`config.mk`:
```
export PLATFORM = sky130hd
export DESIGN_NAME = pci_bridge_bus_arbitration
export DESIGN_NICKNAME = d
export VERILOG_FILES = /design/src/rtl/mask_timer.v /design/src/rtl/pci_bridge_bus_arbitration.v /design/src/rtl/prio_pick.v
export VERILOG_INCLUDE_DIRS = /design/src /design/src/rtl
export SDC_FILE = /design/constraint.sdc
export NUM_CORES = 1
export LEC_CHECK = 0
export ABC_AREA = 1
export BUFFER_PORTS_ARGS = -buffer_cell sky130_fd_sc_hd__buf_2
export CAP_MARGIN = 0
export CORE_MARGIN = 3
export CORE_UTILIZATION = 55
export DETAILED_ROUTE_END_ITERATION = 8
export GPL_ROUTABILITY_DRIVEN = 0
export PLACE_DENSITY = 0.76
export SLEW_MARGIN = 25
export SYNTH_ARGS = -nofsm -noshare
export SYNTH_HDL_FRONTEND = slang
export SYNTH_SLANG_ARGS = --single-unit
```
`constraint.sdc`:
```
create_clock -name clk_i -period 12.7 [get_ports clk_i]
set_input_delay 1.27 -clock clk_i [delete_from_list [all_inputs] [get_ports clk_i]]
set_output_delay 1.27 -clock clk_i [all_outputs]
set_load 0.02 [all_outputs]
```
`src/rtl/pbarb_defs.vh`:
```
`ifndef PBARB_DEFS_VH
`define PBARB_DEFS_VH

// ----------------------------------------
// request numbering on the downstream bus
// ----------------------------------------
`define NUM_EXT 6
`define NUM_REQ 7
`define BRIDGE_IDX 6

// ----------------------------------------
// timing
// ----------------------------------------
`define IDLE_GNT_LIMIT 16
`define MASK_TMR_W 8
`define IDLE_CNT_W 5

// ----------------------------------------
// reset values
// ----------------------------------------
`define RST_GNT_N 6'h3F
`define RST_PTR 3'h0

`endif

```
`src/rtl/mask_timer.v`:
```
`timescale 1ns/1ps
// ----------------------------------------
// shared retry mask timer
// ----------------------------------------
`include "pbarb_defs.vh"
module mask_timer (
	input wire clk_i,
	input wire reset_i,
	input wire [7:0] mask_clocks_i,
	input wire retry_i,
	input wire [2:0] retry_idx_i,
	output reg [5:0] mask_o
);
	reg [7:0] count_ff;

	// one timer for all masters; a later retry joins the running interval
	always @(posedge clk_i) begin
		if (reset_i) begin
			count_ff <= 8'h00;
			mask_o <= 6'h00;
		end else begin
			if (retry_i && retry_idx_i < 3'h6) begin
				if (count_ff == 8'h00) begin
					count_ff <= mask_clocks_i;
				end else begin
					count_ff <= count_ff - 8'h01;
				end
				if (mask_clocks_i != 8'h00 || count_ff > 8'h01) begin
					mask_o <= mask_o | (6'h01 << retry_idx_i);
				end
			end else if (count_ff > 8'h01) begin
				count_ff <= count_ff - 8'h01;
			end else begin
				count_ff <= 8'h00;
				mask_o <= 6'h00; // expired, serve again
			end
		end
	end
endmodule // mask_timer

```
`src/rtl/pci_bridge_bus_arbitration.v`:
```
`timescale 1ns/1ps
// How it works
// - upstream request asserts while a downstream transaction waits to go upstream
// - clock after grant on idle bus: start frame, address, command, drop request
// - upstream request may be withdrawn before the transaction begins
// - upstream idle-bus drive only with grant asserted and request deasserted
// - strap low: internal downstream arbiter; strap high: outside arbiter
// - internal arbiter serves six external masters plus the bridge
// - bridge requests downstream only for upstream initiators; grants independent of upstream
// - non-posted crossings need both buses before data moves
// - every downstream frame start re-assigns priority; grant highest asserted request
// - higher-priority request displaces current grant on the next clock
// - busy bus may switch in one clock; idle bus needs two empty clocks
// - grant unused 16 idle clocks is removed; master locked out until request drops
// - mode low: bridge top on alternate cycles, externals rotate otherwise
// - mode high: top priority rotates across all seven requesters
// - target retry starts mask timer; master ignored for programmed clocks
// - retry during running timer masks only for the remaining clocks
// - strap high: grant pin 0 is request out, request pin 0 grant in
// - external downstream exchange follows the upstream request/grant protocol
// - internal mode parks bridge on idle bus; external only with grant input
`include "pbarb_defs.vh"
module pci_bridge_bus_arbitration (
	input wire clk_i,
	input wire reset_i,
	// strap and control
	input wire cfn_n_i,
	input wire arb_mode_i,
	input wire [7:0] mask_clocks_i,
	// upstream bus
	input wire up_gnt_n_i,
	input wire up_frame_n_i,
	input wire up_irdy_n_i,
	output reg up_req_n_o,
	output reg up_start_o,
	output reg up_park_o,
	// bridge core: upstream forwarding
	input wire up_need_i,
	input wire up_withdraw_i,
	// bridge core: downstream forwarding
	input wire dn_need_i,
	input wire posted_i,
	output reg dn_start_o,
	output reg data_ok_o,
	// downstream bus
	input wire [5:0] dn_req_n_i,
	output reg [5:0] dn_gnt_n_o,
	input wire dn_frame_n_i,
	input wire dn_irdy_n_i,
	output reg dn_park_o,
	input wire retry_i,
	input wire [2:0] retry_idx_i
);
	// ----------------------------------------
	// pin input synchronisers
	// ----------------------------------------
	reg [2:0] cfn_s_ff;
	reg cfn_ff;
	reg [5:0] req_s1_ff, req_s2_ff, req_s3_ff;
	reg [5:0] req_ff;
	reg [2:0] ug_s_ff;
	reg up_gnt_ff;
	reg [2:0] uf_s_ff, ui_s_ff, df_s_ff, di_s_ff;
	reg up_frame_ff, up_irdy_ff, dn_frame_ff, dn_irdy_ff;

	// strap: a resistor-tied pin, so it may still bounce just after power-up
	always @(posedge clk_i) begin
		if (reset_i) begin
			cfn_s_ff <= 3'h0;
			cfn_ff <= 1'b0;
		end else begin
			cfn_s_ff <= {cfn_s_ff[1:0], cfn_n_i};
			if (cfn_s_ff[1] == cfn_s_ff[2])
				cfn_ff <= cfn_s_ff[2];
		end
	end

	// bus pins are outside this clock: accept a change only once two stages agree
	always @(posedge clk_i) begin
		if (reset_i) begin
			req_s1_ff <= 6'h3F;
			req_s2_ff <= 6'h3F;
			req_s3_ff <= 6'h3F;
			req_ff <= 6'h00;
			ug_s_ff <= 3'h7;
			up_gnt_ff <= 1'b0;
			uf_s_ff <= 3'h7;
			ui_s_ff <= 3'h7;
			df_s_ff <= 3'h7;
			di_s_ff <= 3'h7;
			up_frame_ff <= 1'b0;
			up_irdy_ff <= 1'b0;
			dn_frame_ff <= 1'b0;
			dn_irdy_ff <= 1'b0;
		end else begin
			req_s1_ff <= dn_req_n_i;
			req_s2_ff <= req_s1_ff;
			req_s3_ff <= req_s2_ff;
			ug_s_ff <= {ug_s_ff[1:0], up_gnt_n_i};
			uf_s_ff <= {uf_s_ff[1:0], up_frame_n_i};
			ui_s_ff <= {ui_s_ff[1:0], up_irdy_n_i};
			df_s_ff <= {df_s_ff[1:0], dn_frame_n_i};
			di_s_ff <= {di_s_ff[1:0], dn_irdy_n_i};
			// active low pins turned to active high levels
			req_ff <= ~req_s3_ff & ~(req_s2_ff ^ req_s3_ff) | req_ff & (req_s2_ff ^ req_s3_ff);
			if (ug_s_ff[1] == ug_s_ff[2])
				up_gnt_ff <= ~ug_s_ff[2];
			if (uf_s_ff[1] == uf_s_ff[2])
				up_frame_ff <= ~uf_s_ff[2];
			if (ui_s_ff[1] == ui_s_ff[2])
				up_irdy_ff <= ~ui_s_ff[2];
			if (df_s_ff[1] == df_s_ff[2])
				dn_frame_ff <= ~df_s_ff[2];
			if (di_s_ff[1] == di_s_ff[2])
				dn_irdy_ff <= ~di_s_ff[2];
		end
	end

	// ----------------------------------------
	// request/grant master end, shared shape
	// ----------------------------------------
	// returns {req, start, park} for a master with need, withdraw, grant, idle
	function [2:0] master_step;
		input need;
		input withdraw;
		input gnt;
		input idle;
		input req_now;
		begin
			if (req_now && gnt && idle)
				master_step = 3'b010; // start, drop request
			else if (need && !withdraw)
				master_step = 3'b100;
			else
				master_step = {1'b0, 1'b0, gnt && idle};
		end
	endfunction

	// wrap-around increment for the rotating pointers
	function [2:0] ptr_next;
		input [2:0] ptr;
		input [2:0] last;
		begin
			if (ptr == last)
				ptr_next = 3'h0;
			else
				ptr_next = ptr + 3'h1;
		end
	endfunction

	// watchdog limit reached on an idle bus; the grant goes away this clock
	function stale_hit;
		input [4:0] cnt;
		input idle;
		begin
			stale_hit = idle && (cnt >= `IDLE_GNT_LIMIT - 1);
		end
	endfunction

	wire up_idle = !up_frame_ff && !up_irdy_ff;
	wire dn_idle = !dn_frame_ff && !dn_irdy_ff;
	wire [2:0] up_step = master_step(up_need_i, up_withdraw_i, up_gnt_ff, up_idle, ~up_req_n_o);
	reg up_owned_ff;

	// ----------------------------------------
	// upstream master end
	// ----------------------------------------
	// start needs a standing request, so a stale grant alone never opens a frame
	always @(posedge clk_i) begin
		if (reset_i) begin
			up_req_n_o <= 1'b1;
			up_start_o <= 1'b0;
			up_park_o <= 1'b0;
			up_owned_ff <= 1'b0;
		end else begin
			up_req_n_o <= ~up_step[2];
			up_start_o <= up_step[1];
			up_park_o <= up_step[0] && up_req_n_o;
			if (up_step[1])
				up_owned_ff <= 1'b1;
			else if (!up_need_i)
				up_owned_ff <= 1'b0;
		end
	end

	// ----------------------------------------
	// internal downstream arbiter
	// ----------------------------------------
	reg [2:0] ext_ptr_ff;
	reg [2:0] all_ptr_ff;
	reg bridge_turn_ff;
	reg [6:0] gnt_ff;
	reg [5:0] lock_ff;
	reg [4:0] idle_cnt_ff;
	reg dn_frame_d_ff;
	reg gap_ff;
	wire [5:0] mask;
	wire found;
	wire [2:0] win;
	reg [2:0] top;
	reg [6:0] req_eff;
	reg [6:0] nxt_gnt;
	reg dn_req_ext_ff;
	reg dn_start_ff;

	// one shared timer; masters retried late inherit its remaining count
	mask_timer u_mask (
		.clk_i(clk_i),
		.reset_i(reset_i),
		.mask_clocks_i(mask_clocks_i),
		.retry_i(retry_i),
		.retry_idx_i(retry_idx_i),
		.mask_o(mask)
	);

	// ----------------------------------------
	// effective requests and grant choice
	// ----------------------------------------
	// bridge enters a request only on behalf of an upstream initiator
	always @* begin
		req_eff = {dn_need_i, req_ff & ~mask & ~lock_ff};
		if (arb_mode_i)
			top = all_ptr_ff;
		else if (bridge_turn_ff)
			top = 3'h6;
		else
			top = ext_ptr_ff;
	end

	// pure combinational scan, so a new winner shows up in the same clock
	prio_pick u_pick (
		.req_i(req_eff),
		.top_i(top),
		.found_o(found),
		.idx_o(win)
	);

	// grant choice: busy bus switches at once, idle bus leaves two empty clocks
	always @* begin
		nxt_gnt = 7'h00;
		if (found)
			nxt_gnt = 7'h01 << win;
		if (gnt_ff != 7'h00 && nxt_gnt != gnt_ff && dn_idle)
			nxt_gnt = 7'h00;
		if (gap_ff && dn_idle)
			nxt_gnt = 7'h00;
		if (stale_hit(idle_cnt_ff, dn_idle) && gnt_ff[5:0] != 6'h00)
			nxt_gnt = 7'h00;
	end

	// ----------------------------------------
	// arbiter state
	// ----------------------------------------
	// pointers step on synced frame starts, so they trail the pin by a few clocks
	always @(posedge clk_i) begin
		if (reset_i) begin
			ext_ptr_ff <= `RST_PTR;
			all_ptr_ff <= `RST_PTR;
			bridge_turn_ff <= 1'b1;
			gnt_ff <= 7'h00;
			lock_ff <= 6'h00;
			idle_cnt_ff <= 5'h00;
			dn_frame_d_ff <= 1'b0;
			gap_ff <= 1'b0;
		end else if (cfn_ff) begin
			// external arbiter: internal state held quiet
			gnt_ff <= 7'h00;
			lock_ff <= 6'h00;
			idle_cnt_ff <= 5'h00;
			gap_ff <= 1'b0;
			dn_frame_d_ff <= dn_frame_ff;
		end else begin
			dn_frame_d_ff <= dn_frame_ff;
			// new arbitration cycle on each frame start
			if (dn_frame_ff && !dn_frame_d_ff) begin
				bridge_turn_ff <= ~bridge_turn_ff;
				// in mode low, externals move only on the frames the bridge did not lead
				if (!bridge_turn_ff || arb_mode_i)
					ext_ptr_ff <= ptr_next(ext_ptr_ff, 3'h5);
				all_ptr_ff <= ptr_next(all_ptr_ff, 3'h6);
			end
			gnt_ff <= nxt_gnt;
			gap_ff <= (gnt_ff != 7'h00) && (nxt_gnt == 7'h00);
			// idle-grant watchdog for external masters
			if (gnt_ff[5:0] != 6'h00 && nxt_gnt == gnt_ff && dn_idle)
				idle_cnt_ff <= idle_cnt_ff + 5'h01;
			else
				idle_cnt_ff <= 5'h00;
			// lockout ends once the request is seen released for a clock
			if (stale_hit(idle_cnt_ff, dn_idle))
				lock_ff <= (lock_ff | gnt_ff[5:0]) & req_ff;
			else
				lock_ff <= lock_ff & req_ff;
		end
	end

	// ----------------------------------------
	// downstream pins and bridge master end
	// ----------------------------------------
	wire ext_gnt = req_ff[0]; // request pin 0 as grant input
	wire [2:0] dn_step = master_step(dn_need_i, 1'b0, ext_gnt, dn_idle, dn_req_ext_ff);
	// bridge owns the idle bus and still has work for it
	wire bridge_go = nxt_gnt[6] && gnt_ff[6] && dn_idle && dn_need_i;
	// both buses held, or a posted write that needs only one
	wire cross_ok = posted_i || up_owned_ff;

	// pin drivers: internal grants or the repurposed grant pin 0
	always @(posedge clk_i) begin
		if (reset_i) begin
			dn_gnt_n_o <= `RST_GNT_N;
			dn_park_o <= 1'b0;
			dn_req_ext_ff <= 1'b0;
			dn_start_ff <= 1'b0;
			dn_start_o <= 1'b0;
			data_ok_o <= 1'b0;
		end else if (cfn_ff) begin
			dn_req_ext_ff <= dn_step[2];
			dn_gnt_n_o <= {5'h1F, ~dn_step[2]};
			dn_start_ff <= dn_step[1];
			dn_start_o <= dn_step[1];
			dn_park_o <= dn_step[0] && !dn_req_ext_ff;
			data_ok_o <= cross_ok && (dn_step[1] || data_ok_o && dn_need_i);
		end else begin
			dn_req_ext_ff <= 1'b0;
			dn_gnt_n_o <= ~nxt_gnt[5:0];
			// one pulse per ownership, not one per idle clock of a long grant
			dn_start_ff <= bridge_go;
			dn_start_o <= bridge_go && !dn_start_ff;
			// parked by default when no external grant stands and the bus is idle
			dn_park_o <= dn_idle && nxt_gnt[5:0] == 6'h00 && gnt_ff[5:0] == 6'h00;
			data_ok_o <= cross_ok
				&& (gnt_ff[6] && dn_idle && dn_need_i || data_ok_o && dn_need_i);
		end
	end
endmodule // pci_bridge_bus_arbitration

```
`src/rtl/prio_pick.v`:
```
`timescale 1ns/1ps
// ----------------------------------------
// rotating priority picker
// ----------------------------------------
`include "pbarb_defs.vh"
module prio_pick (
	input wire [6:0] req_i,
	input wire [2:0] top_i,
	output reg found_o,
	output reg [2:0] idx_o
);
	integer k;
	reg [2:0] cand;

	// scan downward from top+6 to the top index so the last hit, nearest top, wins
	always @* begin
		found_o = 1'b0;
		idx_o = 3'h0;
		cand = 3'h0;
		for (k = 6; k >= 0; k = k - 1) begin
			if ({29'h0, top_i} + k >= 7) begin
				cand = top_i + k[2:0] - 3'h7;
			end else begin
				cand = top_i + k[2:0];
			end
			if (req_i[cand]) begin
				found_o = 1'b1;
				idx_o = cand;
			end
		end
	end
endmodule // prio_pick
```
; ---- Yosys cells after proc, flatten, opt, wreduce, memory -nomap -nowiden
; Cells that the tools add are included.
[totals]
mem_count = 0
romBits = 0
mem_bits_rw = 0
elab_cells = 238
input_bits = 31
output_inout_bits = 12
register_bits = 104
latchBits = 0
[op_classes]
n_reduce_logical = 59
add_sub_neg = 23
n_shift = 2
bitwise_logic = 26
mux = 61
n_eq_ne = 13
div_mod_pow = 0
n_mul = 0
magnitude_cmp = 17
[ops]
columns = op, count
row1 = $ge A32 B3 Y1 const B, 6
row2 = $mux W3, 22
row3 = $and A6 B6 Y6, 6
row4 = $logic_and A1 B1 Y1, 32
row5 = $not A6 Y6, 5
row6 = $lt A3 B4 Y1 const B, 7
row7 = $mux W7, 4
row8 = $mux W6, 4
row9 = $mux W8, 3
row10 = $bmux W1 S3, 7
row11 = $mux W1, 21
row12 = $sub A3 B3 Y3 const B, 7
row13 = $or A6 B6 Y6, 3
row14 = $add A3 B3 Y4 const B, 3
row15 = $logic_not A6 Y1, 2
row16 = $not A1 Y1, 11
row17 = $add A3 B1 Y3 const B, 3
row18 = $add A3 B3 Y3 const B, 3
row19 = $logic_not A1 Y1, 9
row20 = $add A3 B2 Y4 const B, 2
row21 = $gt A8 B1 Y1 const B, 1
row22 = $logic_not A8 Y1, 1
row23 = $reduce_bool A8 Y1, 1
row24 = $sub A8 B1 Y8 const B, 1
row25 = 23 further kinds, 37

; ---- Depth between registers and ports, before layout
; Gate-level depths: netlist of the first run.
[logic_depth]
depth_word = 27
ltp_mapped = 40
depth_no_buf = 40

; ---- By module
; A second synthesis of the first run with hierarchy kept.
[unflattened]
cells_unflattened = 805
area_unflattened_um2 = 5659.2
[by_module_without_submodules]
columns = mod, cells_each, n_inst, seq_area_each_um2, area_per_inst_um2
row1 = pci_bridge_bus_arbitration, 404, 1, 1801.7, 3313.2
row2 = prio_pick, 244, 1, 0.0, 1361.3
row3 = mask_timer, 157, 1, 280.3, 984.7

; ---- Least setup slack after synthesis of the first run
; No wires, ideal clock.
[synth_timing]
kind = input -> register
start = input arb_mode_i
end = register idle_cnt_ff[0]
t_required_ps = 12635
n_path_buf = 0
arrival_time_ps = 5232
setup_ps = 65
path_stages = 37
setup_slack_ps = 7403
path_cell_list = nor2_4 > nand2_1 > o21ai_2 > inv_1 > ha_1 > ha_1 > inv_1 > nand2_1 > nand2_1 > nand2_1 > nand2_1 > nand2_1 > nand3_1 > nand3_2 > nand2_1 > nand2_1 > nand3_1 > nand2_1 > nand2_1 > nand2_1 > nand2_1 > nand2_2 > nor2_4 > nand3_1 > nand2_1 > nand2_1 > nor2_1 > nand2_2 > nand2_4 > nand3_1 > inv_1 > ha_1 > nor4_1 > nand2_1 > nor2_1 > nand3_2 > nor2_1
[synth_via]
elab_chain_len = 26
word_cells_on_any_way = 75
cone_classes = 19 x add/sub / 7 x order compare / 2 x eq/ne / 1 x shift / 40 x mux / 1 x bitwise / 5 x reduce/logical
[synth_rtl]
columns = item, line
row1 = from (decl), pci_bridge_bus_arbitration.v:28  ; input wire arb_mode_i,
row2 = $mux W3 *, pci_bridge_bus_arbitration.v:222  ; if (arb_mode_i)
row3 = $add A3 B3 Y4 or $add A3 B3 Y3 (tied branches), "prio_pick.v:21, prio_pick.v:22, prio_pick.v:24"
row4 = $ge A32 B3 Y1 or $sub A3 B3 Y3 (tied branches), "prio_pick.v:21, prio_pick.v:22"
row5 = $mux W3, prio_pick.v:21  ; if ({29'h0, top_i} + k >= 7) begin
row6 = $bmux W1 S3, prio_pick.v:26  ; if (req_i[cand]) begin
row7 = $mux W1 (not written as such), prio_pick.v:26
row8 = $mux W3 (7 in a row), prio_pick.v:26
row9 = $shl A1 B3 Y7, pci_bridge_bus_arbitration.v:242  ; nxt_gnt = 7'h01 << win;
row10 = (+4 left out), -
row11 = $mux W7 *, pci_bridge_bus_arbitration.v:243  ; if (gnt_ff != 7'h00 && nxt_gnt != gnt_ff && dn_idle)
row12 = $mux W7 *, pci_bridge_bus_arbitration.v:245  ; if (gap_ff && dn_idle)
row13 = $mux W7 *, pci_bridge_bus_arbitration.v:247  ; if (stale_hit(idle_cnt_ff, dn_idle) && gnt_ff[5:0] != 6'h00)
row14 = via nxt_gnt[6], pci_bridge_bus_arbitration.v:202  ; reg [6:0] nxt_gnt;
row15 = $eq A7 B7 Y1 *, pci_bridge_bus_arbitration.v:285  ; if (gnt_ff[5:0] != 6'h00 && nxt_gnt == gnt_ff && dn_idle)
row16 = $logic_and A1 B1 Y1 * (2 in a row), pci_bridge_bus_arbitration.v:285
row17 = $not A1 Y1 (no line) *, -
row18 = $reduce_or A3 Y1 (no line) *, -
row19 = to (signal assigned), pci_bridge_bus_arbitration.v:286  ; idle_cnt_ff <= idle_cnt_ff + 5'h01;
row20 = to (decl), pci_bridge_bus_arbitration.v:194  ; reg [4:0] idle_cnt_ff;
; Mark *: on every way through the listed nets, which the timed path passes. The rest lies on a longest branch. The select of a mux whose other input is x is not followed.
; A chain may end at the register's enable or synchronous reset.

; ---- Final worst setup path of the first run
; Same ends and word-level chain as after synthesis.

==> summary.txt, run 1 <==
GRT
  – Initial antenna violation count: 0
  – Wire length of the first global-routing pass: 20700 um
  – Number of global-route vias before repair: roughly 4800
  – Gr ovfl total: 0
  – GR Util All Layers: 0.225
  – Pin count of the biggest net entering global routing: 49

STA
  – Final clock skew: 0.0207 ns
  – Highest clock rate: 0.173 GHz
  – Setup_tns: 0 ns
  – Rel. slew slack: 0.478
  – Worst Tran Pin Value: 0.783 ns
  – Minimum clock period: 5.77 ns
  – Crit share post-route: 0.454
  – RSZ-0062 raised after global routing: false
  – Slew Viols, Final: 0
  – Worst setup margin: 6.93 ns
  – Final setup fails: 0
  – Final hold vios: 0

Clock tree
  – Largest buffer count on any clock path: 2
  – Clock sink count: 104
  – Clock root buffer: clkbuf_8
  – Reg clk slew, reported paths: 0.12 ns
  – Post-CTS Resized: 0
  – Post-CTS Hold Fix Bufs: 0
  – Setup Buffers After CTS: 0
  – CTS tree: yes
  – CTS Buf Count: 9
  – Htree depth: 3
  – Worst skew pair latency: 0.37 ns

Power
  – Pwr dens: 139 mW/mm2
  – Clk pwr share: 0.254
  – Comb power frac: 0.299
  – Leak Pwr: 2.80 nW
  – NetSw: about 0.3 mW
  – P_int: 0.520 mW
  – Switching fraction of total power: 0.370
  – Worst VDD drop: approximately 100 uV
  – Flop pwr share: 0.447

Synthesis
  – YS warnings: 0
  – Post-synth top cells: nand2_1 (166), inv_1 (112), dfxtp_1 (104), nor2_1 (83), nand3_1 (61)
  – Most common cell in the netlist: nand2_1
  – Post-synth EDFFs: 0
  – Yosys top cell area share: 0.386
  – Yosys reg bits: 104
  – Synth area leader: dfxtp_1
  – Synthesized cell area: 0.00539 mm2
  – Register area share after synthesis: 0.386
  – Net Count, Synth: roughly 820
  – Synth Flop Type: dfxtp_1
  – Syn Inst Count: 769
  – Distinct cells, synth: 43
  – Synth area leaders: dfxtp_1 (39%), nand2_1 (12%), inv_1 (7.8%)
  – Async SR Flop Fraction: 0
  – Syn Area/Cell: about 7.0 um2

Routing
  – Routed WL per cell: 12.8 um
  – DRC viols: 0
  – Pre-antenna DRT Iters: 6
  – Vias/cell: 5.31
  – DRT iter0 DRCs: 246
  – Post-route ant nets: 0
  – Final WL: 12100 um
  – Vias: 5025

Place
  – Port bufs: 42
  – Pre-CTS setup slack: 6.62 ns
  – Final HPWL DP: 9190 um

Cells and area
  – Layout cells sized above 1: 0.147
  – # nets final: 860
  – Antenna diode count: 0
  – Layout area overhead: 10.0%
  – Fill cells: between 900 and 1000

Worst setup path
  – Crit path top cell by count: nand2_1
  – Worst Path Max Fanout: 12
  – Reg2reg end: idle_cnt_ff[0]
  – Register-to-Register Path Depth: 35
  – CP peak stage delay: about 0.42 ns
  – Flop2flop setup slack: 7.60 ns
  – Critical path's slowest cell: o21ai_2
  – Reg-to-reg startpoint: bridge_turn_ff
  – Critical Path RT: between 10 and 15 ns
  – CP endpoint kind: flop
  – Crit path DAT: 6.07 ns
  – Critical Path Source Type: primary input
  – Crit Path Class: in -> reg

Floorplanning
  – Starting Density: 0.575
  – Die area: 0.0110 mm2
  – Die height: 105 um
  – Row cnt: 35
  – Core Box Area: between 0.009 and 0.01 mm2
  – Die Wd: 105 um
  – IO Pins: 43

Job
  – Max Cap Viol: 0

Min path
  – Hold Path Origin: cfn_s_ff[0]
  – Min-Delay Endpoint: cfn_s_ff[1]
  – Cells on Worst Hold Path: 2
  – Worst hold path class: reg -> reg

Run status
  – Status: finished, final reports clean
-- worst max-delay path: cells and delay by family --
kind	cells	cell delay, ns
compound gates	2	0.70
fa+ha+maj	3	0.81
simple gates	25	2.65
buf+inv	5	0.62
-- cell usage in the layout, fill, tap and decap left out, types with 16 or more instances in the layout --
cell type  netlist  final
buf_2            0     42
or2_2           22     22
nor3_1          16     16
ha_1            16     16
nand2_2         18     18
inv_1          112    112
dfxtp_1        104    104
nor2_1          83     83
a21oi_1         40     40
o21ai_0         24     24
nand4_1         19     19
nand2_1        166    166
nand3_1         61     61
-- sequential cells by signal, summed over array words and instances, names as in the netlist, 6 cells and up, named ones only --
signal and cells:
u_mask.count_ff 8, gnt_ff 7, dn_gnt_n_o 6, lock_ff 6
req_s1_ff 6, req_s2_ff 6, req_s3_ff 6, u_mask.mask_o 6
-- routing by layer --
metal	wire length (um)	GRT usage	vias up
met2	5740	0.390	143
met1	5370	0.275	2272
met4	346	0.0862	0
li1	-	-	2571
met3	657	0.0463	39
met5	0	0	-
-- power by group through the flow --
stage / Clock (mW) / Combinational [mW] / Sequential [mW]
finish: 0.210 / 0.247 / 0.369
global route: 0.228 / 0.284 / 0.372
CTS: 0.214 / 0.245 / 0.369
detailed placement: 0 / 0.244 / 0.376
global placement: 0 / 0.235 / 0.375
floorplan: 0 / 0.190 / 0.377
-- stage by stage --
stage / area [um2] / instances / hold WS (ns) / power, mW / util
after floorplan: 5390 / 769 / 0.383 / 0.567 / -
after global placement: 5710 / 930 / 0.391 / 0.611 / 0.610
after detailed placement: 5710 / 930 / 0.393 / 0.620 / 0.610
after CTS: 5930 / 946 / 0.410 / 0.828 / 0.632
after global routing: 5930 / 946 / 0.429 / 0.884 / 0.632
final: 5930 / 946 / 0.409 / 0.826 / 0.632
-- worst max path at each step --
| stage | from | to | slack (ns) | depth (start not counted) |
|---|---|---|---|---|
| 6_report | arb_mode_i | idle_cnt_ff[0] | 6.93 | 35 |
| 5_1_grt | arb_mode_i | idle_cnt_ff[4] | 6.35 | 36 |
| 4_1_cts | arb_mode_i | idle_cnt_ff[0] | 6.98 | 35 |
| 3_5_place_dp | arb_mode_i | idle_cnt_ff[2] | 6.62 | 35 |
| 3_3_place_gp | arb_mode_i | idle_cnt_ff[0] | 6.89 | 36 |
| 2_1_floorplan | arb_mode_i | idle_cnt_ff[0] | 7.40 | 37 |
-- cell families after synthesis --
kind of cell / share of synthesized area
xor+xnor: 0.0144
flops: 0.386
buf+inv: 0.0906
simple gates: 0.351
compound gates: 0.117
fa+ha+maj: 0.0409
-- area by class of cell --
type	count	area, um2	area share
inverter	118	443	0.0747
multi-input combinational	537	2820	0.475
clock buffer	9	124	0.0209
clock inverter	7	88.8	0.0150
tap	129	161	0.0272
timing repair buffer	42	210	0.0355
sequential	104	2080	0.351
No activity file was read; power rests on OpenSTA's default activity.
==> run 2: changes to the inputs <==
Settings changed: CORE_UTILIZATION 55 to 54, PLACE_DENSITY 0.76 to 0.78.
Clock period 12.7 ns to 5 ns, I/O delays scaled along.
==> run 2 against run 1 <==
Clock-buffer cell count unchanged. Worst hold slack worse by 0.10 ns. Utilization increased by 0.64 points. Non-clock buffer count increased by 8. Clock skew is 0.0035 ns lower. Sequential share of layout area is 0.66 points lower. Sequential cell count unchanged. Sequential power increased to 2.5 times the previous value. Critical endpoint is now idle_cnt_ff[1].
==> summary.txt, run 2 (same netlist as run 1, synthesis figures left out) <==
GRT
  – GR Util All Layers: 0.219
  – Initial antenna violation count: 0
  – Gr ovfl total: 0
  – Wire length of the first global-routing pass: between 20000 and 25000 um
  – Pin count of the biggest net entering global routing: between 40 and 50
  – Number of global-route vias before repair: 4725

Worst setup path
  – Buf/Inv on CP: 4
  – CP endpoint kind: flop
  – Crit path DAT: slightly below 5 ns
  – Crit Path Class: reg -> reg
  – Crit path top cell by count: nand2_1
  – Worst Path Max Fanout: 16
  – Critical Path RT: 5.29 ns
  – CP peak stage delay: 0.46 ns
  – Largest delay share family, worst path: simple AND/OR/NAND/NOR gates
  – Critical path's slowest cell: fa_1
  – Critical Path Source Type: flop

Floorplanning
  – Core Box Area: 0.00946 mm2
  – Die area: 0.0112 mm2
  – Die height: 106 um
  – Starting Density: 0.570
  – IO Pins: 43
  – Row cnt: 35
  – Die Wd: between 100 and 150 um

Routing
  – DRT iter0 DRCs: 256
  – Post-route ant nets: 0
  – DRC viols: 0
  – Routed WL per cell: 12.8 um
  – Final WL: 12200 um
  – Vias/cell: 5.29
  – Vias: 5047
  – Pre-antenna DRT Iters: 5

Cells and area
  – Most common cell after layout, fill and taps aside: nand2_1
  – Layout cells sized above 1: 0.173
  – Core Util, Final: 0.639
  – Max FFs per register: 8
  – Reg with most FFs: u_mask.count_ff
  – # nets final: just under 900
  – FF/Latch Area: 0.00208 mm2
  – Fin cells: 954
  – Layout area overhead: 12.2%
  – Antenna diode count: 0
  – Area of the multi-input gates: 0.00287 mm2
  – Largest regs: u_mask.count_ff (8), gnt_ff (7)
  – Fill cells: about 860
  – Most frequent cells in the layout: nand2_1 (161), inv_1 (109), dfxtp_1 (103)
  – Final instance area: 0.00604 mm2

Power
  – Pwr dens: 351 mW/mm2
  – Leak Pwr: roughly 2.8 nW
  – Total power draw: 2.12 mW
  – Worst VDD drop: 192 uV

Place
  – Pre-CTS setup slack: -0.266 ns
  – Area post-placement: 0.00574 mm2
  – Placed Cells: 933
  – Port bufs: 42
  – Final HPWL DP: between 9000 and 10000 um

STA
  – Worst Tran Pin Value: 0.780 ns
  – Crit share post-route: 0.926
  – Final clock skew: roughly 0.017 ns
  – Worst setup margin: 0.368 ns
  – Setup_tns: 0 ns
  – Highest clock rate: 0.216 GHz
  – Final setup fails: 0
  – Rel. slew slack: 0.480
  – Minimum clock period: roughly 4.6 ns
  – Final hold vios: 0
  – Slew Viols, Final: 0
  – Hold_ws: 0.305 ns

Clock tree
  – Reg clk slew, reported paths: 0.11 ns
  – CTS Buf Count: 9
  – Clock sink count: roughly 100
  – Largest buffer count on any clock path: 2
  – Worst skew pair latency: about 0.37 ns
  – Post-CTS Hold Fix Bufs: 0
  – Clock root buffer: clkbuf_8
  – Htree depth: 3
  – CTS tree: yes

Run status
  – Status: finished, final reports clean

Min path
  – Worst hold path class: in -> reg

Job
  – Max Cap Viol: 0
-- run 2: changes by cell type in the layout (fill, tap and decap cells not counted), sizes merged --
cell    delta
buf        +8
clkinv     +1
inv        -1
-- run 2: metal layers --
layer  vias up  GRT usage  routed length, um  share of wire
met2       128      0.381               5990           0.49
li1       2594          -                  -              -
met5         -          0                  0              0
met4         0     0.0814                322          0.026
met1      2297      0.269               5260           0.43
met3        28     0.0380                633          0.052
-- run 2: timing repair --
item / CTS / global route
setup buffers: 0 / 5
resized for setup: 2 / 15
pin swaps: 0 / 3
setup endpoints to repair: 1 / 7
-- run 2: layout make-up --
type	count	share of cell area
Timing Repair Buffer	50	0.0447
Clock inverter	7	0.0151
Sequential cell	104	0.345
Inverter	118	0.0733
Clock buffer	9	0.0205
Tap cell	129	0.0267
Multi-Input combinational cell	537	0.475
-- run 2: path summary, 6_finish.rpt --
check | startpoint | end | slack (ns) | cells past startpoint
setup / recovery | bridge_turn_ff | idle_cnt_ff[1] | 0.37 | 34
hold / removal | dn_irdy_n_i | di_s_ff[0] | 0.31 | 2
setup reg to reg | bridge_turn_ff | idle_cnt_ff[1] | 0.37 | 34
hold reg to reg | di_s_ff[2] | dn_irdy_ff | 0.42 | 1
-- run 2: power breakdown --
group	total (mW)	internal, mW	switching, mW
Clock	0.523	0.206	0.317
Combinational	0.659	0.234	0.424
Sequential	0.939	0.894	0.0445
Total	2.12	1.33	0.786
==> run 3: changes to the inputs <==
Settings changed: CORE_UTILIZATION 54 to 40, PLACE_DENSITY 0.78 to 0.61.
==> run 3 against run 2 <==
Total power up 9.4%. Sequential share of layout area down 0.96 points. Clock skew down 0.0077 ns. Global-route usage down 4.7 points. Cell area up 2.8%. Cell count up 4.4%. Combinational power down 2%. Critical path type unchanged. Critical endpoint is now idle_cnt_ff[4]. Largest cell class unchanged.
==> summary.txt, run 3 (same netlist as run 1, synthesis figures left out) <==
Power
  – Pwr dens: 374 mW/mm2
  – P_int: ~1.6 mW
  – Flop pwr share: 0.404
  – NetSw: just under 0.8 mW
  – Worst VDD drop: 239 uV
  – Comb power frac: 0.277
  – Leak Pwr: 2.89 nW
  – Switching fraction of total power: 0.331
  – Clk pwr share: 0.319

Place
  – Pre-CTS setup slack: -0.0346 ns
  – Placed Cells: approximately 1000
  – Port bufs: 42
  – Final HPWL DP: 9420 um

Floorplanning
  – Starting Density: 0.418
  – Row cnt: 41
  – Die height: about 120 um
  – IO Pins: 43
  – Core Box Area: around 0.013 mm2
  – Die area: about 0.015 mm2
  – Die Wd: 122 um

Worst setup path
  – Crit path DAT: 4.73 ns
  – CP peak stage delay: 0.35 ns
  – Critical Path Source Type: flop
  – Critical path's slowest cell: dfxtp_1
  – Crit Path Class: reg -> reg
  – Critical Path RT: 5.28 ns
  – Crit path top cell by count: nand2_1
  – CP endpoint kind: flop
  – Worst Path Max Fanout: 5

STA
  – Final clock skew: roughly 0.0095 ns
  – Final hold vios: 0
  – Minimum clock period: 4.45 ns
  – Worst setup margin: between 0.5 and 0.6 ns
  – Slew Viols, Final: 0
  – RSZ-0062 raised after global routing: false
  – Setup_tns: 0 ns
  – Rel. slew slack: 0.596
  – Worst Tran Pin Value: 0.601 ns
  – Highest clock rate: between 0.2 and 0.25 GHz
  – Hold_ws: 0.328 ns
  – Crit share post-route: 0.891
  – Final setup fails: 0

Clock tree
  – Clock root buffer: clkbuf_16
  – CTS tree: yes
  – Reg clk slew, reported paths: 0.07 ns
  – Largest buffer count on any clock path: 2
  – Clock sink count: between 100 and 150
  – Worst skew pair latency: approximately 0.35 ns
  – CTS Buf Count: 9
  – Htree depth: 3

Cells and area
  – Layout cells sized above 1: 0.167
  – Antenna diode count: 0
  – Reg with most FFs: u_mask.count_ff
  – Most common cell after layout, fill and taps aside: nand2_1
  – Max FFs per register: 8
  – Layout area overhead: 15.3%
  – # nets final: between 800 and 900
  – Most frequent cells in the layout: nand2_1 (164), inv_1 (111), dfxtp_1 (104)
  – Largest regs: u_mask.count_ff (8), gnt_ff (7)
  – Fin cells: 996

GRT
  – GRT met2 Usage: 0.292
  – Initial antenna violation count: 0
  – Gr ovfl total: 0
  – GR Util met1: 0.218
  – Pin count of the biggest net entering global routing: 49
  – GRT busiest layer: met2
  – Wire length of the first global-routing pass: 20600 um
  – GR Layer Usage met3: 0.0283
  – GR Util All Layers: 0.171
  – Number of global-route vias before repair: 4673

Routing
  – Post-route ant nets: 0
  – Vias/cell: about 4.9
  – Routed WL per cell: approximately 12 um
  – Pre-antenna DRT Iters: 6
  – Final WL: 12200 um
  – DRT iter0 DRCs: between 300 and 400
  – Vias: 4927
  – DRC viols: 0

Min path
  – Worst hold path class: in -> reg

Run status
  – Status: finished, final reports clean

Job
  – Max Cap Viol: 0
[run 3: repair_timing]
item                       CTS  global route
resized for setup            0            14
hold buffers                 0             0
setup endpoints to repair    0             6
setup buffers                0             1
[run 3: metrics by stage]
step	total power [mW]	cell area [um2]	util
finish	2.32	6210	0.482
global placement	1.57	5810	0.451
global route	2.47	6210	0.482
detailed placement	1.59	5810	0.451
CTS	2.33	6140	0.477
floorplan	1.44	5390	-
[run 3: path summary, 6_finish.rpt]
check	startpoint	end	slack, ns	depth (start not counted)
hold reg to reg	ug_s_ff[2]	up_gnt_ff	0.40	1
setup reg to reg	bridge_turn_ff	idle_cnt_ff[4]	0.55	37
hold / removal	dn_req_n_i[0]	req_s1_ff[0]	0.33	2
setup / recovery	bridge_turn_ff	idle_cnt_ff[4]	0.55	37
[run 3: area by class of cell]
class	instances	area, um2
clock buffers	11	253
clock inverters	5	72.6
fillers	1303	6660
inverters	118	443
multi-input cells	537	2880
flip-flops and latches	104	2080
well taps	172	215
repair buffers	49	263
[run 3: power groups by stage]
stage | Combinational [mW] | Sequential, mW | Clock [mW]
final | 0.643 | 0.938 | 0.740
after global routing | 0.733 | 0.944 | 0.795
after CTS | 0.632 | 0.937 | 0.760
after detailed placement | 0.630 | 0.955 | 0
after global placement | 0.618 | 0.954 | 0
after floorplan | 0.484 | 0.956 | 0
[run 3: metal layers]
metal  share of wire  wire length [um]
met1            0.47              5670
met2            0.47              5770
met3           0.038               458
met4           0.023               275
met5               0                 0
[run 3: critical path: cells and delay by family (launching register included)]
| kind | cells | cell delay (ns) |
|---|---|---|
| buffers and inverters | 4 | 0.36 |
| AND/OR/NAND/NOR | 28 | 2.57 |
| AO/OA/AOI/OAI | 2 | 0.32 |
| adder cells (fa/ha/maj) | 3 | 0.77 |
| flip-flops | 1 | 0.35 |
